===== src/verilog/pause_pkg.sv =====
package pause_pkg;

  // ----------------------------------------------------------------
  // Class layout and field widths
  // ----------------------------------------------------------------
  localparam int NCLASS = 9;
  localparam int NPRIO  = 8;
  localparam int GBIT   = 8;
  localparam int QW     = 16;
  localparam int AW     = 48;
  localparam logic [AW-1:0] PAUSE_MCAST_ADDR = 48'h0180c2000001;

  // ----------------------------------------------------------------
  // Timing
  // ----------------------------------------------------------------
  localparam int LINE_RATE_GBPS  = 40;
  localparam int BITS_PER_QUANTA = 512;
  localparam int CLK_PERIOD_PS   = 4000;
  localparam int QUANTA_TIME_PS  = BITS_PER_QUANTA * 1000 / LINE_RATE_GBPS;
  // Whole core cycles per quanta, at least one
  localparam int QUANTA_CYCLES   = (QUANTA_TIME_PS / CLK_PERIOD_PS < 1) ?
                                   1 : QUANTA_TIME_PS / CLK_PERIOD_PS;
  localparam int QDIV_W          = 8;
  localparam int ACK_TIMEOUT_CYCLES = 32;
  localparam int ACK_CNT_W       = 6;
  localparam int MIN_HOLD_CYCLES = 16;
  localparam int HOLD_CNT_W      = 5;

  // ----------------------------------------------------------------
  // Generated frame layout
  // ----------------------------------------------------------------
  localparam int FRAME_BYTES = 60;
  localparam int TOTAL_BYTES = 64;
  localparam int IDX_W       = 6;
  localparam int FRAME_BITS  = FRAME_BYTES * 8;
  localparam int GPAD_BITS   = FRAME_BITS - 144;
  localparam int PPAD_BITS   = FRAME_BITS - 272;
  localparam logic [31:0] CRC_INIT = 32'hffffffff;
  localparam logic [31:0] CRC_POLY = 32'hedb88320;

  // ----------------------------------------------------------------
  // Types
  // ----------------------------------------------------------------
  typedef logic [NPRIO-1:0][QW-1:0]  quanta_arr_t;
  typedef logic [NCLASS-1:0][QW-1:0] refresh_arr_t;

  typedef struct packed {
    logic [AW-1:0] tx_global_frame_dest_addr;
    logic [AW-1:0] tx_global_frame_src_addr;
    logic [QW-1:0] global_etype;
    logic [QW-1:0] global_opcode;
    logic [QW-1:0] tx_global_quanta_value;
    logic [AW-1:0] tx_priority_frame_dest_addr;
    logic [AW-1:0] tx_priority_frame_src_addr;
    logic [QW-1:0] prio_etype;
    logic [QW-1:0] prio_opcode;
    quanta_arr_t   tx_class_quanta_value_n;
  } tx_cfg_t;

  typedef struct packed {
    logic          chk_group;
    logic          chk_indiv;
    logic          chk_src;
    logic          chk_etype;
    logic          chk_opcode;
    logic          enable;
    logic [QW-1:0] etype;
    logic [QW-1:0] op_lo;
    logic [QW-1:0] op_hi;
  } match_cfg_t;

  typedef struct packed {
    logic [AW-1:0] rx_expected_indiv_dest_addr;
    logic [AW-1:0] rx_expected_group_dest_addr;
    logic [AW-1:0] rx_expected_src_addr;
    logic          forward_ctrl;
    logic          check_ack;
    match_cfg_t    gcp;
    match_cfg_t    pcp;
    match_cfg_t    gpp;
    match_cfg_t    ppp;
  } rx_cfg_t;

  typedef enum logic [3:0] {
    RX_IDLE      = 4'b0001,
    RX_WAIT_ACK  = 4'b0010,
    RX_COUNT     = 4'b0100,
    RX_WAIT_DROP = 4'b1000
  } rx_state_t;

  typedef enum logic [1:0] {
    TX_IDLE = 2'b01,
    TX_SEND = 2'b10
  } tx_state_t;

endpackage


===== src/verilog/pause_if.sv =====
`timescale 1ns/1ps
interface pause_if;
  import pause_pkg::*;

  logic [NCLASS-1:0] tx_req;
  logic [NCLASS-1:0] tx_en;
  logic              tx_resend;
  refresh_arr_t      tx_refresh;
  tx_cfg_t           tx_cfg;
  logic [NCLASS-1:0] rx_en;
  logic [NCLASS-1:0] rx_ack;
  logic [NCLASS-1:0] rx_req;
  rx_cfg_t           rx_cfg;

  modport mac (
    input  tx_req, tx_en, tx_resend, tx_refresh, tx_cfg,
    input  rx_en, rx_ack, rx_cfg,
    output rx_req
  );

  modport user (
    output tx_req, tx_en, tx_resend, tx_refresh, tx_cfg,
    output rx_en, rx_ack, rx_cfg,
    input  rx_req
  );
endinterface


===== src/verilog/mac_pause_ctrl.sv =====
`timescale 1ns/1ps
module mac_pause_ctrl (
  input  wire logic                   core_clk,
  input  wire logic                   rstn,
  pause_if.mac                        lk,
  input  wire logic                   tx_in_flight,
  output logic [7:0]                  tx_byte,
  output logic                        tx_byte_valid,
  output logic                        tx_byte_last,
  input  wire logic                   rx_frame_valid,
  input  wire logic [pause_pkg::AW-1:0] rx_da,
  input  wire logic [pause_pkg::AW-1:0] rx_sa,
  input  wire logic [pause_pkg::QW-1:0] rx_etype,
  input  wire logic [pause_pkg::QW-1:0] rx_opcode,
  input  wire logic [pause_pkg::NPRIO-1:0] rx_class_vec,
  input  wire pause_pkg::quanta_arr_t rx_quanta,
  output logic                        rx_ctrl_forward,
  output logic                        rx_ctrl_drop
);
  import pause_pkg::*;

  // ----------------------------------------------------------------
  // Quanta tick
  // ----------------------------------------------------------------
  logic [QDIV_W-1:0] div_cnt;
  logic              tick;

  always_ff @(posedge core_clk)
  begin
    if (!rstn)
    begin
      div_cnt <= '0;
      tick    <= 1'b0;
    end
    else if (div_cnt == QDIV_W'(QUANTA_CYCLES - 1))
    begin
      div_cnt <= '0;
      tick    <= 1'b1;
    end
    else
    begin
      div_cnt <= div_cnt + 1'b1;
      tick    <= 1'b0;
    end
  end

  // ----------------------------------------------------------------
  // Transmit scheduling
  // ----------------------------------------------------------------
  logic [NCLASS-1:0]     active;
  logic [NCLASS-1:0]     prev_active;
  logic [NCLASS-1:0]     trigger;
  logic [NCLASS-1:0]     pend;
  logic [NCLASS-1:0]     next_pend;
  logic [NCLASS-1:0]     sent;
  logic [NCLASS-1:0][QW-1:0] tx_timer;
  logic                  start;
  tx_state_t             tx_state;
  logic [FRAME_BITS-1:0] frame_sh;
  logic [IDX_W-1:0]      idx;
  logic [31:0]           crc;

  assign active = lk.tx_req & lk.tx_en;

  always_comb
  begin
    for (int i = 0; i < NCLASS; i++)
      trigger[i] = active[i] &
                   ((tx_timer[i] == '0) | ~prev_active[i]);
  end

  assign start = (tx_state == TX_IDLE) && (|pend) && !tx_in_flight;

  always_comb
  begin
    sent = pend[GBIT] ? NCLASS'(1 << GBIT) : {1'b0, active[NPRIO-1:0]};
    next_pend = (pend | trigger) & active;
    if (|next_pend[NPRIO-1:0])
      next_pend[NPRIO-1:0] = active[NPRIO-1:0];
    if (start)
      next_pend = '0;
  end

  always_ff @(posedge core_clk)
  begin
    if (!rstn)
    begin
      pend        <= '0;
      prev_active <= '0;
    end
    else
    begin
      pend        <= next_pend;
      prev_active <= active;
    end
  end

  for (genvar i = 0; i < NCLASS; i++)
  begin : g_tx_timer
    always_ff @(posedge core_clk)
    begin
      if (!rstn)
        tx_timer[i] <= '0;
      else if (lk.tx_resend)
        tx_timer[i] <= '0;
      else if (start && sent[i])
        tx_timer[i] <= lk.tx_refresh[i];
      else if (tick && tx_timer[i] != '0)
        tx_timer[i] <= tx_timer[i] - 1'b1;
    end
  end

  // ----------------------------------------------------------------
  // Frame serialiser
  // ----------------------------------------------------------------
  function automatic logic [31:0] crc_byte(input logic [31:0] c,
                                           input logic [7:0]  d);
    logic [31:0] r;
    logic        fb;
    r = c;
    for (int b = 0; b < 8; b++)
    begin
      fb = r[0] ^ d[b];
      r  = r >> 1;
      if (fb)
        r = r ^ CRC_POLY;
    end
    return r;
  endfunction

  always_ff @(posedge core_clk)
  begin
    if (!rstn)
    begin
      tx_state      <= TX_IDLE;
      frame_sh      <= '0;
      idx           <= '0;
      crc           <= CRC_INIT;
      tx_byte       <= '0;
      tx_byte_valid <= 1'b0;
      tx_byte_last  <= 1'b0;
    end
    else
    begin
      tx_byte_valid <= 1'b0;
      tx_byte_last  <= 1'b0;
      case (tx_state)
        TX_IDLE:
          if (start)
          begin
            tx_state <= TX_SEND;
            idx      <= '0;
            crc      <= CRC_INIT;
            if (pend[GBIT])
              frame_sh <= {lk.tx_cfg.tx_global_frame_dest_addr,
                           lk.tx_cfg.tx_global_frame_src_addr,
                           lk.tx_cfg.global_etype,
                           lk.tx_cfg.global_opcode,
                           lk.tx_cfg.tx_global_quanta_value,
                           {GPAD_BITS{1'b0}}};
            else
              frame_sh <= {lk.tx_cfg.tx_priority_frame_dest_addr,
                           lk.tx_cfg.tx_priority_frame_src_addr,
                           lk.tx_cfg.prio_etype,
                           lk.tx_cfg.prio_opcode,
                           8'h00, active[NPRIO-1:0],
                           lk.tx_cfg.tx_class_quanta_value_n,
                           {PPAD_BITS{1'b0}}};
          end
        TX_SEND:
        begin
          tx_byte_valid <= 1'b1;
          idx           <= idx + 1'b1;
          if (idx < IDX_W'(FRAME_BYTES))
          begin
            tx_byte  <= frame_sh[FRAME_BITS-1 -: 8];
            crc      <= crc_byte(crc, frame_sh[FRAME_BITS-1 -: 8]);
            frame_sh <= frame_sh << 8;
          end
          else
          begin
            tx_byte <= ~crc[7:0];
            crc     <= crc >> 8;
          end
          if (idx == IDX_W'(TOTAL_BYTES - 1))
          begin
            tx_byte_last <= 1'b1;
            tx_state     <= TX_IDLE;
          end
        end
        default:
          tx_state <= TX_IDLE;
      endcase
    end
  end

  // ----------------------------------------------------------------
  // Receive classification
  // ----------------------------------------------------------------
  function automatic logic frame_ok(input match_cfg_t      m,
                                    input logic [AW-1:0]  group,
                                    input logic           exact);
    logic da_ok;
    logic op_ok;
    da_ok = (!m.chk_group && !m.chk_indiv) ||
            (m.chk_indiv &&
             rx_da == lk.rx_cfg.rx_expected_indiv_dest_addr) ||
            (m.chk_group && rx_da == group);
    op_ok = exact ? (rx_opcode == m.op_lo) :
                    (rx_opcode >= m.op_lo && rx_opcode <= m.op_hi);
    return da_ok && m.enable && (!m.chk_opcode || op_ok) &&
           (!m.chk_src || rx_sa == lk.rx_cfg.rx_expected_src_addr) &&
           (!m.chk_etype || rx_etype == m.etype);
  endfunction

  logic              is_ctrl;
  logic              is_gpp;
  logic              is_ppp;
  logic [NCLASS-1:0] hit;

  always_comb
  begin
    is_ctrl = frame_ok(lk.rx_cfg.gcp, PAUSE_MCAST_ADDR, 1'b0) ||
              frame_ok(lk.rx_cfg.pcp,
                       lk.rx_cfg.rx_expected_group_dest_addr,
                       1'b0);
    is_gpp  = is_ctrl && frame_ok(lk.rx_cfg.gpp, PAUSE_MCAST_ADDR, 1'b1);
    is_ppp  = is_ctrl && !is_gpp &&
              frame_ok(lk.rx_cfg.ppp,
                       lk.rx_cfg.rx_expected_group_dest_addr,
                       1'b1);
    hit     = {rx_frame_valid & is_gpp,
               {NPRIO{rx_frame_valid & is_ppp}} & rx_class_vec};
  end

  always_ff @(posedge core_clk)
  begin
    if (!rstn)
    begin
      rx_ctrl_forward <= 1'b0;
      rx_ctrl_drop    <= 1'b0;
    end
    else
    begin
      rx_ctrl_forward <= rx_frame_valid & is_ctrl &
                         lk.rx_cfg.forward_ctrl;
      rx_ctrl_drop    <= rx_frame_valid & is_ctrl &
                         ~lk.rx_cfg.forward_ctrl;
    end
  end

  // ----------------------------------------------------------------
  // Receive handshake, one machine per class
  // ----------------------------------------------------------------
  rx_state_t            rx_state [NCLASS];
  logic [QW-1:0]        rx_timer [NCLASS];
  logic [ACK_CNT_W-1:0] drop_cnt [NCLASS];
  logic [NCLASS-1:0]    rx_req_q;
  logic [NCLASS-1:0][QW-1:0] q_in;

  assign lk.rx_req = rx_req_q;
  assign q_in      = {rx_quanta[0], rx_quanta};

  always_ff @(posedge core_clk)
  begin
    if (!rstn)
    begin
      rx_req_q <= '0;
      for (int i = 0; i < NCLASS; i++)
      begin
        rx_state[i] <= RX_IDLE;
        rx_timer[i] <= '0;
        drop_cnt[i] <= '0;
      end
    end
    else
    begin
      for (int i = 0; i < NCLASS; i++)
      begin
        case (rx_state[i])
          RX_IDLE:
            if (hit[i] && lk.rx_en[i])
            begin
              rx_req_q[i] <= 1'b1;
              rx_timer[i] <= q_in[i];
              rx_state[i] <= lk.rx_cfg.check_ack ? RX_WAIT_ACK
                                                 : RX_COUNT;
            end
          RX_WAIT_ACK:
            // Enable is not looked at past idle
            if (hit[i])
              rx_timer[i] <= q_in[i];
            else if (lk.rx_ack[i])
              rx_state[i] <= RX_COUNT;
          RX_COUNT:
            if (hit[i])
              rx_timer[i] <= q_in[i];
            else if (rx_timer[i] == '0)
            begin
              rx_req_q[i] <= 1'b0;
              drop_cnt[i] <= '0;
              rx_state[i] <= lk.rx_cfg.check_ack ? RX_WAIT_DROP
                                                 : RX_IDLE;
            end
            else if (tick)
              rx_timer[i] <= rx_timer[i] - 1'b1;
          RX_WAIT_DROP:
            if (hit[i])
            begin
              rx_req_q[i] <= 1'b1;
              rx_timer[i] <= q_in[i];
              rx_state[i] <= RX_WAIT_ACK;
            end
            else if (!lk.rx_ack[i] ||
                     drop_cnt[i] == ACK_CNT_W'(ACK_TIMEOUT_CYCLES - 1))
              rx_state[i] <= RX_IDLE;
            else
              drop_cnt[i] <= drop_cnt[i] + 1'b1;
          default:
            rx_state[i] <= RX_IDLE;
        endcase
      end
    end
  end

endmodule


===== src/flat_wrapper.sv =====
// flat-port wrapper written by rule: the top's interface ports become plain ports
module mac_pause_ctrl_flat import pause_pkg::*;
  (core_clk, rstn, tx_in_flight, tx_byte, tx_byte_valid, tx_byte_last, rx_frame_valid, rx_da, rx_sa, rx_etype, rx_opcode, rx_class_vec, rx_quanta, rx_ctrl_forward, rx_ctrl_drop, lk_tx_req, lk_tx_en, lk_tx_resend, lk_tx_refresh, lk_tx_cfg, lk_rx_en, lk_rx_ack, lk_rx_cfg, lk_rx_req);
  pause_if lk_i ();
  input  wire logic core_clk;
  input  wire logic rstn;
  input  wire logic tx_in_flight;
  output logic [7:0] tx_byte;
  output logic tx_byte_valid;
  output logic tx_byte_last;
  input  wire logic rx_frame_valid;
  input  wire logic [pause_pkg::AW-1:0] rx_da;
  input  wire logic [pause_pkg::AW-1:0] rx_sa;
  input  wire logic [pause_pkg::QW-1:0] rx_etype;
  input  wire logic [pause_pkg::QW-1:0] rx_opcode;
  input  wire logic [pause_pkg::NPRIO-1:0] rx_class_vec;
  input  wire pause_pkg::quanta_arr_t rx_quanta;
  output logic rx_ctrl_forward;
  output logic rx_ctrl_drop;
  input wire logic [$bits(lk_i.tx_req)-1:0] lk_tx_req;
  input wire logic [$bits(lk_i.tx_en)-1:0] lk_tx_en;
  input wire logic [$bits(lk_i.tx_resend)-1:0] lk_tx_resend;
  input wire logic [$bits(lk_i.tx_refresh)-1:0] lk_tx_refresh;
  input wire logic [$bits(lk_i.tx_cfg)-1:0] lk_tx_cfg;
  input wire logic [$bits(lk_i.rx_en)-1:0] lk_rx_en;
  input wire logic [$bits(lk_i.rx_ack)-1:0] lk_rx_ack;
  input wire logic [$bits(lk_i.rx_cfg)-1:0] lk_rx_cfg;
  output wire logic [$bits(lk_i.rx_req)-1:0] lk_rx_req;
  assign lk_i.tx_req = lk_tx_req;
  assign lk_i.tx_en = lk_tx_en;
  assign lk_i.tx_resend = lk_tx_resend;
  assign lk_i.tx_refresh = lk_tx_refresh;
  assign lk_i.tx_cfg = lk_tx_cfg;
  assign lk_i.rx_en = lk_rx_en;
  assign lk_i.rx_ack = lk_rx_ack;
  assign lk_i.rx_cfg = lk_rx_cfg;
  assign lk_rx_req = lk_i.rx_req;
  mac_pause_ctrl u_core (.core_clk(core_clk), .rstn(rstn), .lk(lk_i), .tx_in_flight(tx_in_flight), .tx_byte(tx_byte), .tx_byte_valid(tx_byte_valid), .tx_byte_last(tx_byte_last), .rx_frame_valid(rx_frame_valid), .rx_da(rx_da), .rx_sa(rx_sa), .rx_etype(rx_etype), .rx_opcode(rx_opcode), .rx_class_vec(rx_class_vec), .rx_quanta(rx_quanta), .rx_ctrl_forward(rx_ctrl_forward), .rx_ctrl_drop(rx_ctrl_drop));
endmodule

===== config.mk =====
export PLATFORM = sky130hd
export DESIGN_NAME = mac_pause_ctrl_flat
export DESIGN_NICKNAME = d
export VERILOG_FILES = /design/src/verilog/pause_pkg.sv /design/src/verilog/pause_if.sv /design/src/verilog/mac_pause_ctrl.sv /design/src/flat_wrapper.sv
export SDC_FILE = /design/constraint.sdc
export NUM_CORES = 2
export LEC_CHECK = 0
export BUFFER_PORTS_ARGS = -buffer_cell sky130_fd_sc_hd__buf_2
export CAP_MARGIN = 20
export CORE_AREA = 5 5 483 485
export CTS_BUF_LIST = sky130_fd_sc_hd__clkbuf_4 sky130_fd_sc_hd__clkbuf_8
export DETAILED_ROUTE_END_ITERATION = 7
export DIE_AREA = 0 0 488 490
export PLACE_DENSITY_LB_ADDON = 0.08
export SLEW_MARGIN = 15
export SYNTH_ARGS = -nofsm -noshare
export SYNTH_HDL_FRONTEND = slang
export SYNTH_SLANG_ARGS = --single-unit

===== constraint.sdc =====
create_clock -name core_clk -period 4.8 [get_ports core_clk]
set_clock_uncertainty 0.2 [all_clocks]
set_input_delay 0.72 -clock core_clk [delete_from_list [all_inputs] [get_ports core_clk]]
set_output_delay 0.72 -clock core_clk [all_outputs]
set_load 0.02 [all_outputs]

==> metrics.md <==
| Metric | Value |
|---|---|
| Status | finished clean |
| Register-to-register setup slack | 0.40 ns |
| Hold Vio Cnt, Final | 0 |
| Switching power as a share of total power | 35.9% |
| WHS Endpoint | u_core.prev_active[8]$_SDFF_PN0_ |
| Share of Yosys cell area claimed by the top area cell type | about a quarter |
| CTS Root Buffer Type | clkbuf_8 |
| Total global-route track usage | between 15 and 20% |
| Combinational share of power | a little under a third |
| Pins over their slew limit | 0 |
| Initial DRC Count | 2479 |
| Biggest area consumer among synthesized cells | dfxtp_1 |
| Core box area | 229000 µm² |
| Endpoint of the lowest-slack register-to-register path | u_core.rx_timer[1][7]$_SDFFCE_PP0P_ |
| Biggest fanout along the worst timing path | 9 |
| Slowest stage cell on the critical path | nor4_1 |
| Hold path depth | 2 |
| Number of enable-type register cells in the synthesized netlist | 234 |
| Count of max-cap constraint violations | 0 |
| Post-synthesis cell count | approximately 5000 |
| Logic depth of the worst register-to-register path | 11 |
| Sequential share of the synthesized area | 39.6% |
| H-Tree Depth | 4 |
| Count of final setup violators | 0 |
| Fin crit period | roughly 4.5 ns |
| Critical Path Sink Type | register |
| Critical path, cell by cell | buf_2, xnor2_1, nand4_1, nor4_1, buf_4, o211ai_1, buf_4, a221o_1, and4bb_2, a21boi_2, buf_4, and2_1, a311o_1, nor4_1, and2_1, buf_4, a2111oi_0 |
| Most area-consuming cells after synthesis | dfxtp_1 (23%), edfxtp_1 (16%), xnor2_1 (7.7%), nor2_1 (5.8%), nand2_1 (4.4%) |
| Wire length of the first global-routing pass | ~310 mm |
| Dominant register cell in the synthesized netlist | dfxtp_1 |
| Worst min path class | in2reg |
| Total nets after synthesis | roughly 6400 |
| Clock tree buffer depth | 3 |
| Net Sw Power | roughly 8.3 mW |
| Share of power burned in the clock network | approximately 32% |
| Multi-input gate area in the final layout | 24400 µm² |
| Via count of the first global-routing pass | ~45000 |
| Pin count of the biggest net entering global routing | 125 |
| Internal power | roughly 15 mW |
| Share of synthesized registers carrying an async set or reset | 0% |
| Worst Path Required | roughly 5.2 ns |
| Share of synthesized cell area in and, or, nand and nor gates | approximately a fifth |
| Die area | ~240000 µm² |
| Clk_lat worst skew | roughly 0.89 ns |
| Portion of the clock cycle consumed by the worst path in the final layout | a little over nine tenths |
| Number of buffers added for setup after CTS | 0 |
| Antenna violations before repair | around 110 |
| Detailed-routing iteration count for the pre-antenna-repair pass | 5 |
| Post-synthesis average cell area | roughly 8.6 µm² |
| Startpoint class of the critical path | input pin |
| Arrival time reported for the critical path endpoint | a little under 5 ns |
| Startpoint of the lowest-slack hold path | lk_tx_en[8] |
| Multiplexer share of the synthesized area | under 10% |
| Power density of the placed cells | around 370 nW/µm² |
| Layout cells sized above 1 | between 20% and 30% |
| Sum of buffers and inverters on the critical path | 5 |
| #FFs+latches synth | between 700 and 800 |
| Routed WL | ~220 mm |
| Worst slew slack as a fraction of its limit | between 20 and 30% |
| Area taken by flip-flops and latches | around 17000 µm² |
| Ports placed on the boundary | roughly 1200 |
| Detailed placer's ending HPWL | 174 mm |
| Average wire per standard cell | approximately 22 µm |
| Clock-pin slew of the registers on the worst-case setup and hold paths | around 0.06 ns |
| Worst vdd ir | approximately 0.24 mV |
| Area Growth Syn to Fin | 46.4% |
| Drt via density | around 4.4 |
| CTS tree | yes |
| CP startpoint | rx_etype[15] |
| Relative contribution of sequential cells to total power | roughly 37% |
| Std cell rows | around 180 |
| Number of DRC violations after detailed routing | 0 |
| Synthesized-area fraction occupied by ao, oa, aoi and oai cells | 16.7% |
| Synth Area in Adders | between 2 and 3% |
| Transition time at the pin with the least slew margin | around 1.1 ns |
| Start of the worst register-to-register path | u_core.rx_timer[7][5]$_SDFFCE_PP0P_ |
| Top cell by count, worst path | buf_4 |
| X dimension of the die | 488 µm |
| Crit Path Category | in2reg |
| Fmax achieved | 0.221 GHz |
| Final GP Congestion | 0.995 |
| Via count | between 40000 and 50000 |
| Number of buffers created by CTS | 159 |
| Yosys warns | 0 |
| Biggest cell delay along the critical path | 0.45 ns |
| Count of buffers inserted at the top-level ports | between 1000 and 1500 |
| Final core utilization | around 28% |
| Most frequent cell after synthesis | nor2_1 |
| Overall power | 23.2 mW |
| Clock Sink Count | approximately 740 |
| Number of fillers in the final layout | around 25000 |
| Effective utilization at floorplan | a little under a fifth |
| Residual antenna-violating net count after detailed routing | 0 |
| Leakage power of the design | 25.0 nW |
| RSZ-0062 raised after global routing | false |
| Most common library cells after synthesis | nor2_1 (663), nand2_1 (508), dfxtp_1 (504), xnor2_1 (379), clkbuf_1 (295) |
| Post-layout nets | 8198 |
| Total global routing overflow | 0 |
| Combinational family with the most area after synthesis | simple AND/OR/NAND/NOR gates |
| Post-synthesis cell area | around 43000 µm² |
| Cell type group with the largest total delay on the critical path | simple AND/OR/NAND/NOR gates |
| Unique cell type count in the Yosys netlist | 82 |
| Die Y | just under 500 µm |
| Area share of xor/xnor cells in the synthesized design | 11.9% |
[registers in the layout, summed over array words and instances (netlist names), 9 cells and up]
register            cells
u_core.crc             32
u_core.pend             9
u_core.rx_timer       144
u_core.tx_timer       144
u_core.prev_active      9
u_core.lk.rx_req        9
u_core.rx_state        36
u_core.frame_sh       272
u_core.drop_cnt        54
[layout make-up]
type	count	area share, %
Inverter	127	0.777
Antenna cell	51	0.202
Clock buffer	243	4.75
Tap cell	3026	5.98
Clock inverter	44	0.567
Timing Repair Buffer	2015	22.1
Sequential cell	738	27.1
Multi-Input combinational cell	3849	38.6
[what timing repair did]
| action | CTS | global route |
|---|---|---|
| endpoints found under the hold margin | 508 | 0 |
| resized for setup | 0 | 0 |
| hold buffers | 560 | 0 |
[worst reg2reg max path, delay by kind of cell, from the launching register on]
family / cells / cell delay, ns
AND/OR/NAND/NOR: 8 / 2.89
flip-flops: 1 / 0.45
buffers and inverters: 2 / 0.45
AO/OA/AOI/OAI: 1 / 0.12
[power by group through the flow]
| stage | Combinational [mW] | Sequential (mW) | Clock, mW |
|---|---|---|---|
| after floorplan | 4.55 | 8.21 | 0 |
| after global placement | 6.87 | 8.63 | 0 |
| after detailed placement | 6.87 | 8.63 | 0 |
| after CTS | 7.32 | 8.51 | 7.84 |
| after global routing | 8.05 | 8.65 | 8.11 |
| final | 7.24 | 8.51 | 7.44 |
[stage by stage]
| step | setup slack [ns] | instance area [µm²] | std cells | hold WS, ns | setup TNS (ns) |
|---|---|---|---|---|---|
| 2_1_floorplan | 0.157 | 43200 | 5046 | 0.199 | 0 |
| 3_3_place_gp | -0.615 | 54100 | 9191 | 0.203 | -79.64 |
| 3_5_place_dp | -0.653 | 54100 | 9192 | 0.207 | -89.16 |
| 4_1_cts | 0.305 | 63100 | 10000 | 0.000664 | 0 |
| 5_1_grt | 0.0264 | 63200 | 10100 | 0.0156 | 0 |
| 6_report | 0.276 | 63300 | 10100 | 0.130 | 0 |
[per-layer routing]
layer	global-route usage [%]	up-vias	share of wire [%]
met5	0	-	0.12
met2	28.5	1202	45
li1	-	22100	-
met1	24.4	21100	47
met4	3.70	38	2.1
met3	3.63	339	5.0
[how the worst max path moves through the flow]
stage / endpoint / slack [ns] / cells after the start
6_report: u_core.rx_state[2][1]$_SDFFCE_PP0P_ / 0.28 / 17
5_1_grt: u_core.rx_state[2][1]$_SDFFCE_PP0P_ / 0.03 / 13
4_1_cts: u_core.rx_timer[5][9]$_SDFFCE_PP0P_ / 0.30 / 11
3_5_place_dp: u_core.rx_state[2][1]$_SDFFCE_PP0P_ / -0.65 / 17
3_3_place_gp: u_core.rx_state[2][1]$_SDFFCE_PP0P_ / -0.62 / 17
2_1_floorplan: u_core.rx_state[8][1]$_DFFE_PP_ / 0.16 / 16
[layout by cell type (no fill, tap or decap), types with 51 or more instances in the layout]
cell           count
buf_2           1198
nor2_1           661
dlygate4sd3_1    560
nand2_1          508
dfxtp_1          503
xnor2_1          379
a21oi_1          236
edfxtp_1         234
nor3_1           232
a211oi_1         228
buf_4            220
xor2_1           208
clkbuf_8         189
o211ai_1         166
mux2i_1          146
a221oi_1         129
inv_1            124
nand3_1          105
o21ai_0           97
ha_1              96
nor4_1            93
nand4_1           87
or3_1             60
clkbuf_4          54
diode_2           51
[logic make-up after synthesis]
logic type               Yosys count
AO/OA/AOI/OAI                   1035
XOR/XNOR                         587
flip-flops                       738
multiplexers                     152
buffers and inverters            459
adder cells (fa/ha/maj)           97
AND/OR/NAND/NOR                 1978
No activity file was read; power rests on OpenSTA's default activity.
